### config.mk
export PLATFORM = sky130hd
export DESIGN_NAME = mbre_core_flat
export DESIGN_NICKNAME = d
export VERILOG_FILES = /design/src/hdl/mbre_pkg.sv /design/src/hdl/mbre_link_if.sv /design/src/hdl/mbre_core.sv /design/src/flat_wrapper.sv
export SDC_FILE = /design/constraint.sdc
export NUM_CORES = 1
export LEC_CHECK = 0
export ABC_CLOCK_PERIOD_IN_PS = 5050
export BUFFER_PORTS_ARGS = -buffer_cell sky130_fd_sc_hd__buf_2
export CORE_MARGIN = 10
export CORE_UTILIZATION = 58
export DETAILED_ROUTE_END_ITERATION = 8
export GPL_TIMING_DRIVEN = 0
export PLACE_DENSITY_LB_ADDON = 0.05
export SYNTH_ARGS = -nofsm -noshare
export SYNTH_HDL_FRONTEND = slang
export SYNTH_SLANG_ARGS = --single-unit
### constraint.sdc
create_clock -name clk_i -period 5.05 [get_ports clk_i]
set_clock_uncertainty 0.15 [all_clocks]
set_input_delay 1.01 -clock clk_i [delete_from_list [all_inputs] [get_ports clk_i]]
set_output_delay 1.01 -clock clk_i [all_outputs]
set_load 0.05 [all_outputs]
### src/hdl/mbre_pkg.sv
// Shared constants and types for the multiprocessor boot role election.
// Assumes a single 125 MHz clock shared by both ends of the link.
package mbre_pkg;
    // Register byte addresses in the memory-mapped controller window.
    localparam logic [31:0] IDENT_OFF = 32'hfee00020;
    localparam logic [31:0] SVR_OFF = 32'hfee000f0;
    localparam logic [31:0] CMD_OFF = 32'hfee00300;
    localparam logic [31:0] ERRV_OFF = 32'hfee00370;
    localparam logic [31:0] STAT_OFF = 32'hfee003f0;
    // Field positions, masks and reset values.
    localparam int SVR_EN_BIT = 8;
    localparam logic [31:0] SVR_RST = 32'h00000000;
    localparam logic [31:0] ERRV_RST = 32'h00000000;
    localparam logic [31:0] ERRV_KEEP = 32'hffffff00;
    localparam logic [31:0] IDENT_MASK = 32'hff000000;
    localparam int IDENT_TOP = 24;
    // Command encodings and addresses.
    localparam logic [31:0] CMD_REINIT = 32'h000c4500;
    localparam logic [23:0] CMD_SU_HI = 24'h000c46;
    localparam logic [31:0] RESET_VEC = 32'hfffffff0;
    localparam logic [7:0] SEM_FREE = 8'h00;
    localparam logic [7:0] SEM_TAKEN = 8'h01;
    localparam logic [7:0] COUNT_INIT = 8'h01;
    // Timing, in printed units, and the derived cycle counts.
    localparam int CLK_MHZ = 125;
    localparam int T_REINIT_MS = 10;
    localparam int T_STARTUP_US = 200;
    localparam int T_COUNT_MS = 100;
    localparam int CNT_W = 24;
    localparam int REINIT_CYC = T_REINIT_MS * 1000 * CLK_MHZ;
    localparam int STARTUP_CYC = T_STARTUP_US * CLK_MHZ;
    localparam int COUNT_CYC = T_COUNT_MS * 1000 * CLK_MHZ;
    // Messages other than startup that reach a core, reinit among them.
    typedef enum logic [2:0] {
        MSG_NONE = 3'b000,
        MSG_NMI = 3'b001,
        MSG_SMI = 3'b010,
        MSG_FIXED = 3'b011,
        MSG_SNOOP = 3'b100,
        MSG_REINIT = 3'b101
    } mbre_msg_e;
endpackage

### src/hdl/mbre_link_if.sv
// Link between one processor core's boot logic and the waking peer, which
// also stands for the shared bus. Both ends run on the same clock.
`timescale 1ns/1ps
interface mbre_link_if;
    import mbre_pkg::*;
    logic bnr;
    logic spc_req;
    logic [7:0] spc_prio;
    logic spc_ack;
    logic spc_won;
    logic claim_req;
    logic claim_ack;
    logic claim_won;
    logic final_req;
    logic final_rx;
    logic cmd_valid;
    logic [31:0] cmd_word;
    logic evt_valid;
    mbre_msg_e evt_kind;
    logic stop_clk;
    logic sem_req;
    logic sem_gnt;
    logic sem_rel;
    logic cnt_inc;
    logic [31:0] mgmt_base;
    logic dev_cmd_valid;
    logic [31:0] dev_cmd_word;
    modport core (
        input bnr, spc_ack, spc_won, claim_ack, claim_won, final_rx, cmd_valid, cmd_word,
        input evt_valid, evt_kind, stop_clk, sem_gnt,
        output spc_req, spc_prio, claim_req, final_req, sem_req, sem_rel, cnt_inc,
        output mgmt_base, dev_cmd_valid, dev_cmd_word
    );
    modport waker (
        output bnr, spc_ack, spc_won, claim_ack, claim_won, final_rx, cmd_valid, cmd_word,
        output evt_valid, evt_kind, stop_clk, sem_gnt,
        input spc_req, spc_prio, claim_req, final_req, sem_req, sem_rel, cnt_inc,
        input mgmt_base, dev_cmd_valid, dev_cmd_word
    );
endinterface

### src/hdl/mbre_core.sv
// Boot role election and local controller registers of one logical core.
// Assumes the waker on the link answers requests one cycle later and that
// the bus-not-ready pin arrives unsynchronised.
//
// Contract
// Unique identifier, 32 or 8 bits, loaded.
// Arbitration priority derived from the identifier.
// Election starts only after self test.
// New revision: special cycle after pin quiet.
// Special-cycle winner leads, fetches reset vector.
// Losers clear leader flag, await startup.
// Old revision: first own claim wins.
// Old revision: final message starts leader fetch.
// Startup fetch address is 000VV000H.
// Followers take semaphore, count in, halt.
// Halted follower takes only listed events.
// Controller enabled by spurious bit 8.
// Error entry low byte holds vector.
// Reinit and startup command encodings broadcast.
// Waker: reinit, 10 ms, startup twice, 200 us.
// Waker: count one, 100 ms timer check.
// Waker: semaphore free before waking.
// Each core has distinct management base.
// Mapped identifier sits in top byte.
// Later reinit never repeats the election.
// Bus-not-ready pin synchronised and filtered.
`timescale 1ns/1ps
module mbre_core
    import mbre_pkg::*;
#(
    parameter int BUILTIN_SELF_TEST_CYCLES = 64,
    parameter int BNR_QUIET = 16,
    parameter logic [31:0] MGMT_ROOT = 32'h00030000
) (
    input wire logic clk_i,
    input wire logic rst_i,
    input wire logic [31:0] ident_strap_i,
    input wire logic ext_topo_i,
    input wire logic new_rev_i,
    input wire logic [31:0] addr_i,
    input wire logic [31:0] wdata_i,
    input wire logic wr_i,
    input wire logic rd_i,
    output logic [31:0] rdata_o,
    output logic builtin_self_test_done_o,
    output logic leader_o,
    output logic fetch_go_o,
    output logic [31:0] fetch_addr_o,
    output logic halted_o,
    output logic int_take_o,
    output mbre_msg_e int_kind_o,
    output logic clk_stopped_o,
    mbre_link_if.core link
);
    typedef enum logic [3:0] {
        ST_CAPT = 4'h0,
        ST_BUILTIN_SELF_TEST = 4'h1,
        ST_BNR = 4'h2,
        ST_SPC = 4'h3,
        ST_CLAIM = 4'h4,
        ST_FINAL = 4'h5,
        ST_LEADER = 4'h6,
        ST_WAIT_SU = 4'h7,
        ST_SEM = 4'h8,
        ST_HALT = 4'h9
    } mbre_st_e;

    typedef struct packed {
        mbre_st_e st;
        logic ext;
        logic newrev;
        logic [31:0] ident;
        logic leader;
        logic [31:0] spurious_vector_reg;
        logic [31:0] errv;
        logic [31:0] cmd;
        logic [15:0] builtin_self_test;
        logic [15:0] quiet;
        logic [2:0] bnr;
        logic [31:0] fetch;
        logic fgo;
        logic [31:0] rdata;
        logic spc;
        logic claim;
        logic fin;
        logic sem;
        logic rel;
        logic inc;
        logic ocv;
        logic [31:0] ocw;
        logic take;
        mbre_msg_e tk;
        logic stopped;
        logic bdone, halt;
    } mbre_core_s;

    mbre_core_s q, d;
    logic in_reinit;
    logic in_su;
    logic elected;

    assign in_reinit = link.cmd_valid && link.cmd_word == CMD_REINIT;
    assign in_su = link.cmd_valid && link.cmd_word[31:8] == CMD_SU_HI;
    assign elected = q.st == ST_LEADER || q.st == ST_WAIT_SU || q.st == ST_SEM
        || q.st == ST_HALT;

    always_comb begin
        d = q;
        d.fgo = 1'b0;
        d.rel = 1'b0;
        d.inc = 1'b0;
        d.fin = 1'b0;
        d.ocv = 1'b0;
        d.take = 1'b0;
        d.tk = MSG_NONE;
        d.rdata = 32'h00000000;
        // The first stage only feeds the second; edges are seen on stages two and three.
        d.bnr = {q.bnr[1:0], link.bnr};
        if (q.bnr[2] != q.bnr[1]) begin
            d.quiet = 16'h0000;
        end else if (q.quiet != 16'hffff) begin
            d.quiet = q.quiet + 16'h0001;
        end
        if (rd_i) begin
            case (addr_i)
                IDENT_OFF: d.rdata = q.ext ? q.ident : {q.ident[7:0], 24'h000000};
                SVR_OFF: d.rdata = q.spurious_vector_reg;
                CMD_OFF: d.rdata = q.cmd;
                ERRV_OFF: d.rdata = q.errv;
                STAT_OFF: d.rdata = {24'h000000, q.st, q.newrev, q.ext, halted_o, q.leader};
                default: d.rdata = 32'h00000000;
            endcase
        end
        if (wr_i) begin
            case (addr_i)
                IDENT_OFF: begin
                    if (q.ext) begin
                        d.ident = wdata_i;
                    end else begin
                        d.ident = {24'h000000, wdata_i[IDENT_TOP +: 8]};
                    end
                end
                SVR_OFF: d.spurious_vector_reg = wdata_i;
                ERRV_OFF: d.errv = wdata_i;
                CMD_OFF: begin
                    d.cmd = wdata_i;
                    // A disabled controller sends nothing.
                    if (q.spurious_vector_reg[SVR_EN_BIT] && (wdata_i == CMD_REINIT
                        || wdata_i[31:8] == CMD_SU_HI)) begin
                        d.ocv = 1'b1; // see
                        d.ocw = wdata_i;
                    end
                end
                default: d = d;
            endcase
        end
        case (q.st)
            ST_CAPT: begin
                // Straps are caught after reset release, never under reset.
                d.ext = ext_topo_i;
                d.newrev = new_rev_i;
                d.ident = ext_topo_i ? ident_strap_i : {24'h000000, ident_strap_i[7:0]};
                d.builtin_self_test = 16'h0000;
                d.st = ST_BUILTIN_SELF_TEST;
            end
            ST_BUILTIN_SELF_TEST: begin
                d.builtin_self_test = q.builtin_self_test + 16'h0001;
                if (q.builtin_self_test == 16'(BUILTIN_SELF_TEST_CYCLES - 1)) begin
                    d.quiet = 16'h0000;
                    d.st = q.newrev ? ST_BNR : ST_CLAIM;
                    d.claim = !q.newrev;
                end
            end
            ST_BNR: begin
                if (q.quiet >= 16'(BNR_QUIET)) begin
                    d.spc = 1'b1;
                    d.st = ST_SPC;
                end
            end
            ST_SPC: begin
                if (link.spc_ack) begin
                    d.spc = 1'b0;
                    d.leader = link.spc_won; // see
                    d.fetch = RESET_VEC;
                    d.fgo = link.spc_won;
                    d.st = link.spc_won ? ST_LEADER : ST_WAIT_SU;
                end
            end
            ST_CLAIM: begin
                if (link.claim_ack) begin
                    d.claim = 1'b0;
                    d.leader = link.claim_won;
                    d.fin = link.claim_won;
                    d.st = link.claim_won ? ST_FINAL : ST_WAIT_SU;
                end
            end
            ST_FINAL: begin
                if (link.final_rx && q.leader) begin
                    d.fetch = RESET_VEC;
                    d.fgo = 1'b1;
                    d.st = ST_LEADER;
                end
            end
            ST_WAIT_SU: begin
                if (in_su) begin
                    d.fetch = {12'h000, link.cmd_word[7:0], 12'h000};
                    d.fgo = 1'b1;
                    d.st = ST_SEM;
                end
            end
            ST_SEM: begin
                d.sem = 1'b1;
                if (link.sem_gnt) begin
                    d.sem = 1'b0;
                    d.inc = 1'b1;
                    d.rel = 1'b1;
                    d.st = ST_HALT;
                end
            end
            ST_HALT: begin
                if (link.evt_valid && link.evt_kind != MSG_FIXED) begin
                    d.take = 1'b1;
                    d.tk = link.evt_kind;
                end
            end
            default: d.st = q.st;
        endcase
        d.stopped = q.st == ST_HALT && link.stop_clk;
        // After election a reinit only consults the leader flag.
        if (elected && in_reinit) begin
            d.sem = 1'b0;
            d.fetch = RESET_VEC;
            d.fgo = q.leader;
            d.st = q.leader ? ST_LEADER : ST_WAIT_SU;
            if (q.st == ST_HALT) begin
                d.take = 1'b1;
                d.tk = MSG_REINIT;
            end
        end
        d.bdone = d.st != ST_CAPT && d.st != ST_BUILTIN_SELF_TEST;
        d.halt = d.st == ST_HALT;
    end

    always_ff @(posedge clk_i) begin
        if (rst_i) begin
            q <= '{st: ST_CAPT, spurious_vector_reg: SVR_RST, errv: ERRV_RST, tk: MSG_NONE, default: '0};
        end else begin
            q <= d;
        end
    end

    assign rdata_o = q.rdata;
    assign builtin_self_test_done_o = q.bdone;
    assign leader_o = q.leader;
    assign fetch_go_o = q.fgo;
    assign fetch_addr_o = q.fetch;
    assign halted_o = q.halt;
    assign int_take_o = q.take;
    assign int_kind_o = q.tk;
    assign clk_stopped_o = q.stopped;
    assign link.spc_req = q.spc;
    assign link.spc_prio = q.ident[7:0];
    assign link.claim_req = q.claim;
    assign link.final_req = q.fin;
    assign link.sem_req = q.sem;
    assign link.sem_rel = q.rel;
    assign link.cnt_inc = q.inc;
    assign link.mgmt_base = MGMT_ROOT + {8'h00, q.ident[7:0], 16'h0000};
    assign link.dev_cmd_valid = q.ocv;
    assign link.dev_cmd_word = q.ocw;
endmodule // mbre_core

### src/flat_wrapper.sv
// flat-port wrapper written by rule: the top's interface ports become plain ports
module mbre_core_flat import mbre_pkg::*;
#(
    parameter int BUILTIN_SELF_TEST_CYCLES = 64,
    parameter int BNR_QUIET = 16,
    parameter logic [31:0] MGMT_ROOT = 32'h00030000
)
  (clk_i, rst_i, ident_strap_i, ext_topo_i, new_rev_i, addr_i, wdata_i, wr_i, rd_i, rdata_o, builtin_self_test_done_o, leader_o, fetch_go_o, fetch_addr_o, halted_o, int_take_o, int_kind_o, clk_stopped_o, link_bnr, link_spc_ack, link_spc_won, link_claim_ack, link_claim_won, link_final_rx, link_cmd_valid, link_cmd_word, link_evt_valid, link_evt_kind, link_stop_clk, link_sem_gnt, link_spc_req, link_spc_prio, link_claim_req, link_final_req, link_sem_req, link_sem_rel, link_cnt_inc, link_mgmt_base, link_dev_cmd_valid, link_dev_cmd_word);
  mbre_link_if link_i ();
  input wire logic clk_i;
  input wire logic rst_i;
  input wire logic [31:0] ident_strap_i;
  input wire logic ext_topo_i;
  input wire logic new_rev_i;
  input wire logic [31:0] addr_i;
  input wire logic [31:0] wdata_i;
  input wire logic wr_i;
  input wire logic rd_i;
  output logic [31:0] rdata_o;
  output logic builtin_self_test_done_o;
  output logic leader_o;
  output logic fetch_go_o;
  output logic [31:0] fetch_addr_o;
  output logic halted_o;
  output logic int_take_o;
  output mbre_msg_e int_kind_o;
  output logic clk_stopped_o;
  input wire logic [$bits(link_i.bnr)-1:0] link_bnr;
  input wire logic [$bits(link_i.spc_ack)-1:0] link_spc_ack;
  input wire logic [$bits(link_i.spc_won)-1:0] link_spc_won;
  input wire logic [$bits(link_i.claim_ack)-1:0] link_claim_ack;
  input wire logic [$bits(link_i.claim_won)-1:0] link_claim_won;
  input wire logic [$bits(link_i.final_rx)-1:0] link_final_rx;
  input wire logic [$bits(link_i.cmd_valid)-1:0] link_cmd_valid;
  input wire logic [$bits(link_i.cmd_word)-1:0] link_cmd_word;
  input wire logic [$bits(link_i.evt_valid)-1:0] link_evt_valid;
  input wire logic [$bits(link_i.evt_kind)-1:0] link_evt_kind;
  input wire logic [$bits(link_i.stop_clk)-1:0] link_stop_clk;
  input wire logic [$bits(link_i.sem_gnt)-1:0] link_sem_gnt;
  output wire logic [$bits(link_i.spc_req)-1:0] link_spc_req;
  output wire logic [$bits(link_i.spc_prio)-1:0] link_spc_prio;
  output wire logic [$bits(link_i.claim_req)-1:0] link_claim_req;
  output wire logic [$bits(link_i.final_req)-1:0] link_final_req;
  output wire logic [$bits(link_i.sem_req)-1:0] link_sem_req;
  output wire logic [$bits(link_i.sem_rel)-1:0] link_sem_rel;
  output wire logic [$bits(link_i.cnt_inc)-1:0] link_cnt_inc;
  output wire logic [$bits(link_i.mgmt_base)-1:0] link_mgmt_base;
  output wire logic [$bits(link_i.dev_cmd_valid)-1:0] link_dev_cmd_valid;
  output wire logic [$bits(link_i.dev_cmd_word)-1:0] link_dev_cmd_word;
  assign link_i.bnr = link_bnr;
  assign link_i.spc_ack = link_spc_ack;
  assign link_i.spc_won = link_spc_won;
  assign link_i.claim_ack = link_claim_ack;
  assign link_i.claim_won = link_claim_won;
  assign link_i.final_rx = link_final_rx;
  assign link_i.cmd_valid = link_cmd_valid;
  assign link_i.cmd_word = link_cmd_word;
  assign link_i.evt_valid = link_evt_valid;
  assign link_i.evt_kind = link_evt_kind;
  assign link_i.stop_clk = link_stop_clk;
  assign link_i.sem_gnt = link_sem_gnt;
  assign link_spc_req = link_i.spc_req;
  assign link_spc_prio = link_i.spc_prio;
  assign link_claim_req = link_i.claim_req;
  assign link_final_req = link_i.final_req;
  assign link_sem_req = link_i.sem_req;
  assign link_sem_rel = link_i.sem_rel;
  assign link_cnt_inc = link_i.cnt_inc;
  assign link_mgmt_base = link_i.mgmt_base;
  assign link_dev_cmd_valid = link_i.dev_cmd_valid;
  assign link_dev_cmd_word = link_i.dev_cmd_word;
  mbre_core #(.BUILTIN_SELF_TEST_CYCLES(BUILTIN_SELF_TEST_CYCLES), .BNR_QUIET(BNR_QUIET), .MGMT_ROOT(MGMT_ROOT)) u_core (.clk_i(clk_i), .rst_i(rst_i), .ident_strap_i(ident_strap_i), .ext_topo_i(ext_topo_i), .new_rev_i(new_rev_i), .addr_i(addr_i), .wdata_i(wdata_i), .wr_i(wr_i), .rd_i(rd_i), .rdata_o(rdata_o), .builtin_self_test_done_o(builtin_self_test_done_o), .leader_o(leader_o), .fetch_go_o(fetch_go_o), .fetch_addr_o(fetch_addr_o), .halted_o(halted_o), .int_take_o(int_take_o), .int_kind_o(int_kind_o), .clk_stopped_o(clk_stopped_o), .link(link_i));
endmodule
==> results.json, run 1 <==
{
  "htreeDepth": 1,
  "ant_nets": 0,
  "hpwlAfterDp_mm": 31.5,
  "antenna_found_initial": 6,
  "cp_data_arrival_time_ps": 3670,
  "vias": 12400,
  "synth_area_per_cell_um2": 8.40,
  "ys_seq_area_frac": 0.418,
  "setup_viol": 0,
  "reg2reg_slack_ps": 2440,
  "grt_usage": 0.285,
  "cts_root_buffer": "clkbuf_16",
  "num-fill-cells": 1730,
  "synth_area_um2": 12500,
  "cp-end-kind": "register",
  "io_pins": 299,
  "worstRegToRegCells": 5,
  "area_growth_syn_to_layout_pct": 21.2,
  "cts_resized": 0,
  "grt_pass1_wl_mm": 65.5,
  "finalHoldViolCount": 0,
  "dieWidth_um": 167,
  "drc": 0,
  "clockBufferDepth": 3,
  "powerDensity_nw_per_um2": 295,
  "coreArea_um2": 21100,
  "layout.nets": 1961,
  "cts_buffers": 27,
  "viasPerCell": 5.89,
  "fmax_ghz": 0.295,
  "io_buffers": 273,
  "drv_slew": 0,
  "rsz0062_at_grt": "no",
  "fin_util": 0.718,
  "peakVddDrop_uv": 257,
  "fin_tns_setup_ps": 0,
  "synthCells": 1486,
  "synthArstFlopShare": 0,
  "routed_wl_mm": 42.5,
  "dr.pass1.iters": 7,
  "worstSkewPairLatency_ps": 530,
  "wl_per_cell_um": 20.1,
  "hp-class": "reg -> reg",
  "grt_overflow": 0,
  "die_h_um": 167,
  "start_kind": "primary input",
  "ys_top_cells_by_count": "261 x dfxtp_1, 175 x nand2_1, 132 x buf_4",
  "rows": 53,
  "cp.required_ps": 5330,
  "ys_warn_count": 0,
  "layout-drive-gt1-share": 0.278,
  "grt_max_degree": 22,
  "ys.flop_type": "dfxtp_1",
  "tightestPinTransition_ps": 941,
  "detailedRoute.firstIterationViolations": 1483,
  "yosysTopAreaCell": "dfxtp_1",
  "grt_pass1_vias": 11800,
  "cp_max_fo": 10,
  "cts_setup_buffers": 0,
  "synth_cell_types": 62,
  "die_area_um2": 27800,
  "synth.area.top_cells": "dfxtp_1 42%, buf_4 7.9%, nand2_1 5.3%",
  "cts.clk_slew.worst_paths_ps": 60,
  "period_share": 0.671,
  "initial_utilization": 0.592,
  "maxCapViolations": 0,
  "yosysMostFrequentCell": "dfxtp_1",
  "final.min_clock_period_ps": 3390,
  "cts_sinks": 261,
  "ys_ff_latch": 261,
  "min_delay_path_depth": 1,
  "place.gp.congestion": 0.973,
  "tritoncts": "built",
  "cts_hold_buf": 0,
  "status": "finished clean",
  "synth_top_area_frac": 0.418,
  "synth_edf_count": 0,
  "relSlewSlack": 0.373,
  "path_class": "in -> reg",
  "p_leak_uw": 0.00649
}
metal layers:
| metal | part of all wire | global-route usage |
|---|---|---|
| met4 | 0.035 | 0.121 |
| met2 | 0.45 | 0.444 |
| met5 | 0 | 0 |
| met1 | 0.40 | 0.369 |
| met3 | 0.11 | 0.0683 |
final timing paths:
| path | start | end |
|---|---|---|
| setup reg to reg | u_core.q[280] | u_core.q[253] |
| hold reg to reg | u_core.q[111] | u_core.q[112] |
| setup / recovery | addr_i[18] | u_core.rdata_o[2] |
| hold / removal | u_core.q[111] | u_core.q[112] |
flip-flops by register name, summed over array words and instances, names as in the netlist, 3 cells and up, named ones only:
| register | count |
|---|---|
| u_core.fetch_addr_o | 9 |
| u_core.int_kind_o | 3 |
| u_core.link.dev_cmd_word | 32 |
| u_core.link.spc_prio | 8 |
| u_core.q | 161 |
| u_core.rdata_o | 32 |
placed cells by master, fill, tap and decap left out, types with 27 or more instances in the layout:
cell / n
buf_2: 304
dfxtp_1: 261
nand2_1: 175
buf_4: 132
nor2_1: 128
a21oi_1: 127
nand3_1: 76
clkbuf_1: 70
nor3_1: 46
mux2i_1: 41
a211oi_1: 38
o21ai_0: 32
a22o_1: 28
a31oi_1: 28
clkbuf_16: 27
report_power, final:
group / internal (uW) / switching, uW
Clock: 1110 / 815
Combinational: 136 / 292
Sequential: 2080 / 29.0
per-stage QoR:
step                      setup slack, ps  hold slack, ps  instances  total power [uW]  instance area (um2)
after detailed placement             1260             278       2056              2570                14300
after CTS                            1710             295       2102              4460                15100
after global routing                 1570             312       2108              4580                15100
final                                1660             287       2109              4460                15100
after floorplan                      1750             264       1508              2400                12600
after global placement               1330             274       2056              2570                14300
area by class of cell:
cell class,instances,area [um2],share of cell area
Clock inverter,12,114,0.00752
Multi-Input combinational cell,991,5830,0.386
Antenna cell,7,17.5,0.00116
Tap cell,275,344,0.0227
Buffer,234,1430,0.0943
Clock buffer,34,722,0.0477
Inverter,22,82.6,0.00546
Sequential cell,261,5230,0.345
Timing Repair Buffer,273,1370,0.0903
critical path: stages:
cell and delay, ps:
buf_2 110, nor4bb_1 770, nand4_2 440, nor2_4 320, o2111ai_2 240, clkbuf_1 410
nor2_1 360
logic make-up (layout without fill, tap and decap cells):
| group | after synthesis | after routing | share of synthesized area |
|---|---|---|---|
| and+or+nand+nor | 570 | 570 | 0.232 |
| AOI/OAI and AO/OA | 320 | 320 | 0.166 |
| DFF | 261 | 261 | 0.418 |
| buffers and inverters | 256 | 575 | 0.121 |
| muxes | 51 | 51 | 0.0419 |
| xor gates and xnor gates | 23 | 23 | 0.0161 |
| adders and majority gates | 4 | 4 | 0.00401 |
| other | 1 | 30 | 0.000300 |
No activity file was read; power rests on OpenSTA's default activity.
==> run 2: changes to the inputs <==
--- a/config.mk
+++ b/config.mk
@@ -5,10 +5,10 @@
 export SDC_FILE = /design/constraint.sdc
 export NUM_CORES = 1
 export LEC_CHECK = 0
-export ABC_CLOCK_PERIOD_IN_PS = 5050
+export ABC_CLOCK_PERIOD_IN_PS = 2900
 export BUFFER_PORTS_ARGS = -buffer_cell sky130_fd_sc_hd__buf_2
 export CORE_MARGIN = 10
-export CORE_UTILIZATION = 58
+export CORE_UTILIZATION = 49
 export DETAILED_ROUTE_END_ITERATION = 8
 export GPL_TIMING_DRIVEN = 0
 export PLACE_DENSITY_LB_ADDON = 0.05
==> constraint.sdc (replaced) <==
create_clock -name clk_i -period 2.9 [get_ports clk_i]
set_clock_uncertainty 0.15 [all_clocks]
set_input_delay 0.58 -clock clk_i [delete_from_list [all_inputs] [get_ports clk_i]]
set_output_delay 0.58 -clock clk_i [all_outputs]
set_load 0.05 [all_outputs]
==> results.json, run 2 (synthesized netlist as in run 1, its figures left out) <==
{
  "tritoncts": "built",
  "p_leak_uw": 0.00657,
  "path_cells": "inv_1 > ha_1 > nand3b_1 > xnor2_1 > buf_2",
  "routed_wl_mm": 43.3,
  "hpwlAfterDp_mm": 32.3,
  "coreArea_um2": 25100,
  "rsz0062_at_grt": "no",
  "detailedRoute.firstIterationViolations": 1364,
  "fin_util": 0.612,
  "wl_met3_mm": 4.36,
  "final_common_cell": "buf_2",
  "worstSkewPairLatency_ps": 550,
  "rows": 58,
  "wl_per_cell_um": 20.0,
  "ant_nets": 0,
  "layout-drive-gt1-share": 0.284,
  "layout.nets": 1963,
  "relSlewSlack": 0.360,
  "cpPeakStageDelay_ps": 470,
  "cp-end-kind": "primary output",
  "tightestPinTransition_ps": 954,
  "finalHoldViolCount": 0,
  "grt_overflow": 0,
  "cts_sinks": 261,
  "viasPerCell": 5.60,
  "clockBufferDepth": 3,
  "fmax_ghz": 0.363,
  "powerDensity_nw_per_um2": 535,
  "initial_utilization": 0.497,
  "hold_ws_ps": 109,
  "htreeDepth": 1,
  "io_pins": 299,
  "setup_viol": 0,
  "wl_met1_mm": 18.7,
  "cp_max_fo": 7,
  "hp-class": "in -> reg",
  "io_buffers": 273,
  "place.gp.congestion": 0.905,
  "maxCapViolations": 0,
  "dr.pass1.iters": 6,
  "largest_reg_flops": 161,
  "die_h_um": 180,
  "area_growth_syn_to_layout_pct": 23.0,
  "cp.buffers_inverters": 2,
  "peakVddDrop_uv": 360,
  "grt_pass1_vias": 11600,
  "cts_buffers": 29,
  "final.min_clock_period_ps": 2760,
  "grt_pass1_wl_mm": 66.7,
  "final_cell_mix": "304 x buf_2, 256 x dfxtp_1, 175 x nand2_1, 132 x buf_4, 128 x nor2_1",
  "finalPower_uw": 8220,
  "status": "finished clean",
  "drc": 0,
  "grt_max_degree": 22,
  "start_kind": "register",
  "period_share": 0.950,
  "cp_data_arrival_time_ps": 2030,
  "slowest_stage": "dfxtp_2",
  "drv_slew": 0,
  "path_class": "reg -> out",
  "grt_usage": 0.252,
  "cts_root_buffer": "clkbuf_16",
  "cp.required_ps": 2170,
  "top_layer": "met4",
  "vias": 12100,
  "dieWidth_um": 180,
  "route.met2.wl_mm": 19.3,
  "crit_family": "flip-flops",
  "cts.clk_slew.worst_paths_ps": 70,
  "antenna_found_initial": 2,
  "die_area_um2": 32300,
  "largest_register": "u_core.q"
}
run 2: final timing paths:
kind                                               from                            to  slack [ps]  cells after the start
worst max-delay path            u_core.link.spc_prio[0]            link_mgmt_base[22]         140                      5
worst min-delay path                       link_sem_gnt           u_core.link.sem_req         110                      2
worst max register to register            u_core.q[218]  u_core.link.dev_cmd_word[28]         210                      6
worst min register to register            u_core.q[111]                 u_core.q[112]         290                      1
run 2: timing repair:
item / in CTS / in global routing
pin swaps: 0 / 0
buffers inserted: 0 / 0
gates resized for setup: 2 / 4
setup endpoints to repair: 2 / 3
hold buffers: 0 / 0
hold endpoints to repair: 0 / 0
run 2: metal layers:
layer | vias up | GRT usage
met3 | 81 | 0.0550
met1 | 5603 | 0.342
met2 | 662 | 0.397
li1 | 5783 | -
met5 | - | 0
met4 | 0 | 0.0635
run 2: stage by stage:
step / std cells / setup WS, ps / setup TNS, ps / cell area, um2
after floorplan: 1508 / 30.8 / 0 / 12600
after global placement: 2111 / -520 / -22990 / 14300
after detailed placement: 2111 / -545 / -24870 / 14300
after CTS: 2165 / 29.0 / 0 / 15300
after global routing: 2167 / 39.5 / 0 / 15400
final: 2167 / 144 / 0 / 15400
run 2: power by group:
group / switching, uW / leakage [uW] / total, uW / internal, uW
Clock: 1500 / 0.000496 / 3790 / 2290
Sequential: 48.5 / 0.00211 / 3680 / 3630
Combinational: 511 / 0.00396 / 748 / 236
Total: 2060 / 0.00657 / 8220 / 6160
run 2: final cells by class:
type / instances / area, um2
multi-input cells: 991 / 5840
fillers: 2354 / 9750
diodes: 2 / 5.00
clock inverters: 8 / 93.8
plain buffers: 234 / 1430
inverters: 22 / 82.6
well taps: 330 / 413
flip-flops and latches: 261 / 5230
clock buffers: 46 / 900
repair buffers: 273 / 1370
==> run 3: changes to the inputs <==
--- a/config.mk
+++ b/config.mk
@@ -5,6 +5,7 @@
 export SDC_FILE = /design/constraint.sdc
 export NUM_CORES = 1
 export LEC_CHECK = 0
+export ABC_AREA = 1
 export ABC_CLOCK_PERIOD_IN_PS = 2900
 export BUFFER_PORTS_ARGS = -buffer_cell sky130_fd_sc_hd__buf_2
 export CORE_MARGIN = 10
==> results.json, run 3 <==
{
  "detailedRoute.firstIterationViolations": 1049,
  "slowest_stage": "dfxtp_1",
  "tritoncts": "built",
  "seq_area_um2": 5230,
  "min_delay_path_depth": 3,
  "placed_area_um2": 15000,
  "multi_input_area_um2": 5940,
  "cts_hold_buf": 0,
  "cts_setup_buffers": 0,
  "die_h_um": 184,
  "relSlewSlack": 0.355,
  "placed_cells_incl_taps": 2500,
  "maxCapViolations": 0,
  "wl_per_cell_um": 17.9,
  "final_common_cell": "nor2_1",
  "vias": 13400,
  "cts.clk_slew.worst_paths_ps": 60,
  "place.gp.congestion": 0.946,
  "routed_wl_mm": 45.7,
  "p_leak_uw": 0.00764,
  "hp-class": "in -> reg",
  "io_buffers": 274,
  "num-fill-cells": 2554,
  "antenna_found_initial": 4,
  "cp_max_fo": 5,
  "fin_tns_setup_ps": 0,
  "final_cells": 2556,
  "synth.area.top_cells": "dfxtp_1 40%, nor2_1 9.3%, nand2_1 8.7%",
  "status": "finished clean",
  "synth_top_area_frac": 0.398,
  "die_area_um2": 33700,
  "ys.flop_type": "dfxtp_1",
  "yosysMostFrequentCell": "nor2_1",
  "grt_overflow": 0,
  "viasPerCell": 5.24,
  "path_class": "reg -> out",
  "cts_buffers": 29,
  "cpPeakStageDelay_ps": 440,
  "final.min_clock_period_ps": 2830,
  "io_pins": 299,
  "clockBufferDepth": 3,
  "synthCells": 1869,
  "grt_pass1_vias": 12700,
  "ys_top_cells_by_count": "325 x nor2_1, 304 x nand2_1, 261 x dfxtp_1",
  "yosysTopAreaCell": "dfxtp_1",
  "worstRegToRegCells": 7,
  "path_cells": "inv_1 > a21oi_1 > nand2_1 > nor2_1 > nand3_1 > xor2_1 > clkbuf_4",
  "tightestPinTransition_ps": 967,
  "period_share": 0.976,
  "ys_ff_latch": 261,
  "rsz0062_at_grt": "yes",
  "worstSkewPairLatency_ps": 550,
  "dieWidth_um": 184,
  "synth_area_per_cell_um2": 7.03,
  "cts_root_buffer": "clkbuf_16",
  "cts_sinks": 261,
  "area_growth_syn_to_layout_pct": 21.5,
  "initial_utilization": 0.501,
  "cp.required_ps": 2170,
  "layout-drive-gt1-share": 0.252,
  "grt_max_degree": 22,
  "ant_nets": 0,
  "layout.nets": 2347,
  "synth_area_um2": 13100,
  "final_cell_mix": "324 x nor2_1, 304 x nand2_1, 294 x buf_2, 260 x dfxtp_1, 146 x buf_4",
  "htreeDepth": 1,
  "hold_ws_ps": 87.2,
  "finalHoldViolCount": 0,
  "r2r-start": "u_core.q[130]",
  "powerDensity_nw_per_um2": 591,
  "endpoint": "link_mgmt_base[23]",
  "cp-end-kind": "primary output",
  "synthArstFlopShare": 0,
  "synth_edf_count": 0,
  "ys_warn_count": 0,
  "synth_cell_types": 44,
  "fmax_ghz": 0.353,
  "final_cell_area_um2": 16000,
  "grt_usage": 0.258,
  "ys_seq_area_frac": 0.398,
  "drc": 0,
  "crit_start": "u_core.link.spc_prio[2]",
  "largest_register": "u_core.q",
  "drv_slew": 0,
  "reg2reg_slack_ps": 580,
  "grt_pass1_wl_mm": 69.4,
  "largest_reg_flops": 161,
  "setup_viol": 0,
  "peakVddDrop_uv": 444,
  "cp_data_arrival_time_ps": 2100,
  "start_kind": "register",
  "dr.pass1.iters": 7,
  "reg2reg_to": "u_core.q[127]",
  "hpwlAfterDp_mm": 35.7,
  "rows": 59,
  "coreArea_um2": 26200
}
run 3: cell count changes in the layout (fill, tap and decap cells not counted), sizes merged, moves of 32 or more:
cell / before / now
nand2: 176 / 314
nand3: 77 / 142
nor3: 50 / 18
inv: 23 / 164
o21ai: 32 / 186
a211oi: 38 / 2
mux2i: 41 / 0
nor2: 129 / 343
clkbuf: 111 / 75
run 3: kinds of logic after synthesis:
logic type	share of synthesized area
and+or+nand+nor	0.296
xor gates and xnor gates	0.00934
buffers and inverters	0.157
adders and majority gates	0.00381
AOI/OAI and AO/OA	0.135
other	0.000286
DFF	0.398
run 3: layout make-up:
class                   count  share of cell area
multi-input cells        1254               0.372
inverters                 165              0.0392
clock inverters             8             0.00470
clock buffers              45              0.0536
flip-flops and latches    261               0.328
plain buffers             211              0.0898
diodes                      3            0.000470
well taps                 335              0.0263
repair buffers            274              0.0864
run 3: what timing repair did:
| action | 4_1_cts | 5_1_grt |
|---|---|---|
| gates resized for setup | 2 | 5 |
| hold endpoints to repair | 0 | 0 |
| pin swaps | 0 | 0 |
| endpoints found under the setup margin | 2 | 3 |
run 3: worst max-delay path, delay by kind of cell (launching register included):
kind,cells,cell delay [ps]
compound gates,1,230
flops,1,440
buf+inv,2,390
simple gates,3,330
xor+xnor,1,140
run 3: report_power, final:
group / switching [uW] / internal [uW]
clock: 1500 / 2110
combinational: 1360 / 578
sequential: 142 / 3740
run 3: worst min-delay path by stage:
stage                     start                    to  slack [ps]
6_report               link_bnr         u_core.q[111]          90
5_1_grt        link_evt_kind[0]  u_core.int_kind_o[0]         110
4_1_cts                link_bnr         u_core.q[111]          70
3_5_place_dp      u_core.q[111]         u_core.q[112]         260
3_3_place_gp      u_core.q[111]         u_core.q[112]         260
2_1_floorplan     u_core.q[111]         u_core.q[112]         240
run 3: metrics by stage:
step	setup slack (ps)	utilization	power (uW)
after floorplan	47.1	-	5290
after global placement	44.3	0.573	5840
after detailed placement	15.1	0.573	5860
after CTS	3.38	0.608	9450
after global routing	-81.7	0.609	9790
final	68.3	0.609	9440
run 3: per-layer routing:
layer,up-vias,part of all wire,GRT usage
li1,6573,-,-
met1,6112,0.40,0.315
met2,625,0.47,0.439
met3,94,0.10,0.0557
met4,2,0.031,0.0892
met5,-,0.00028,0
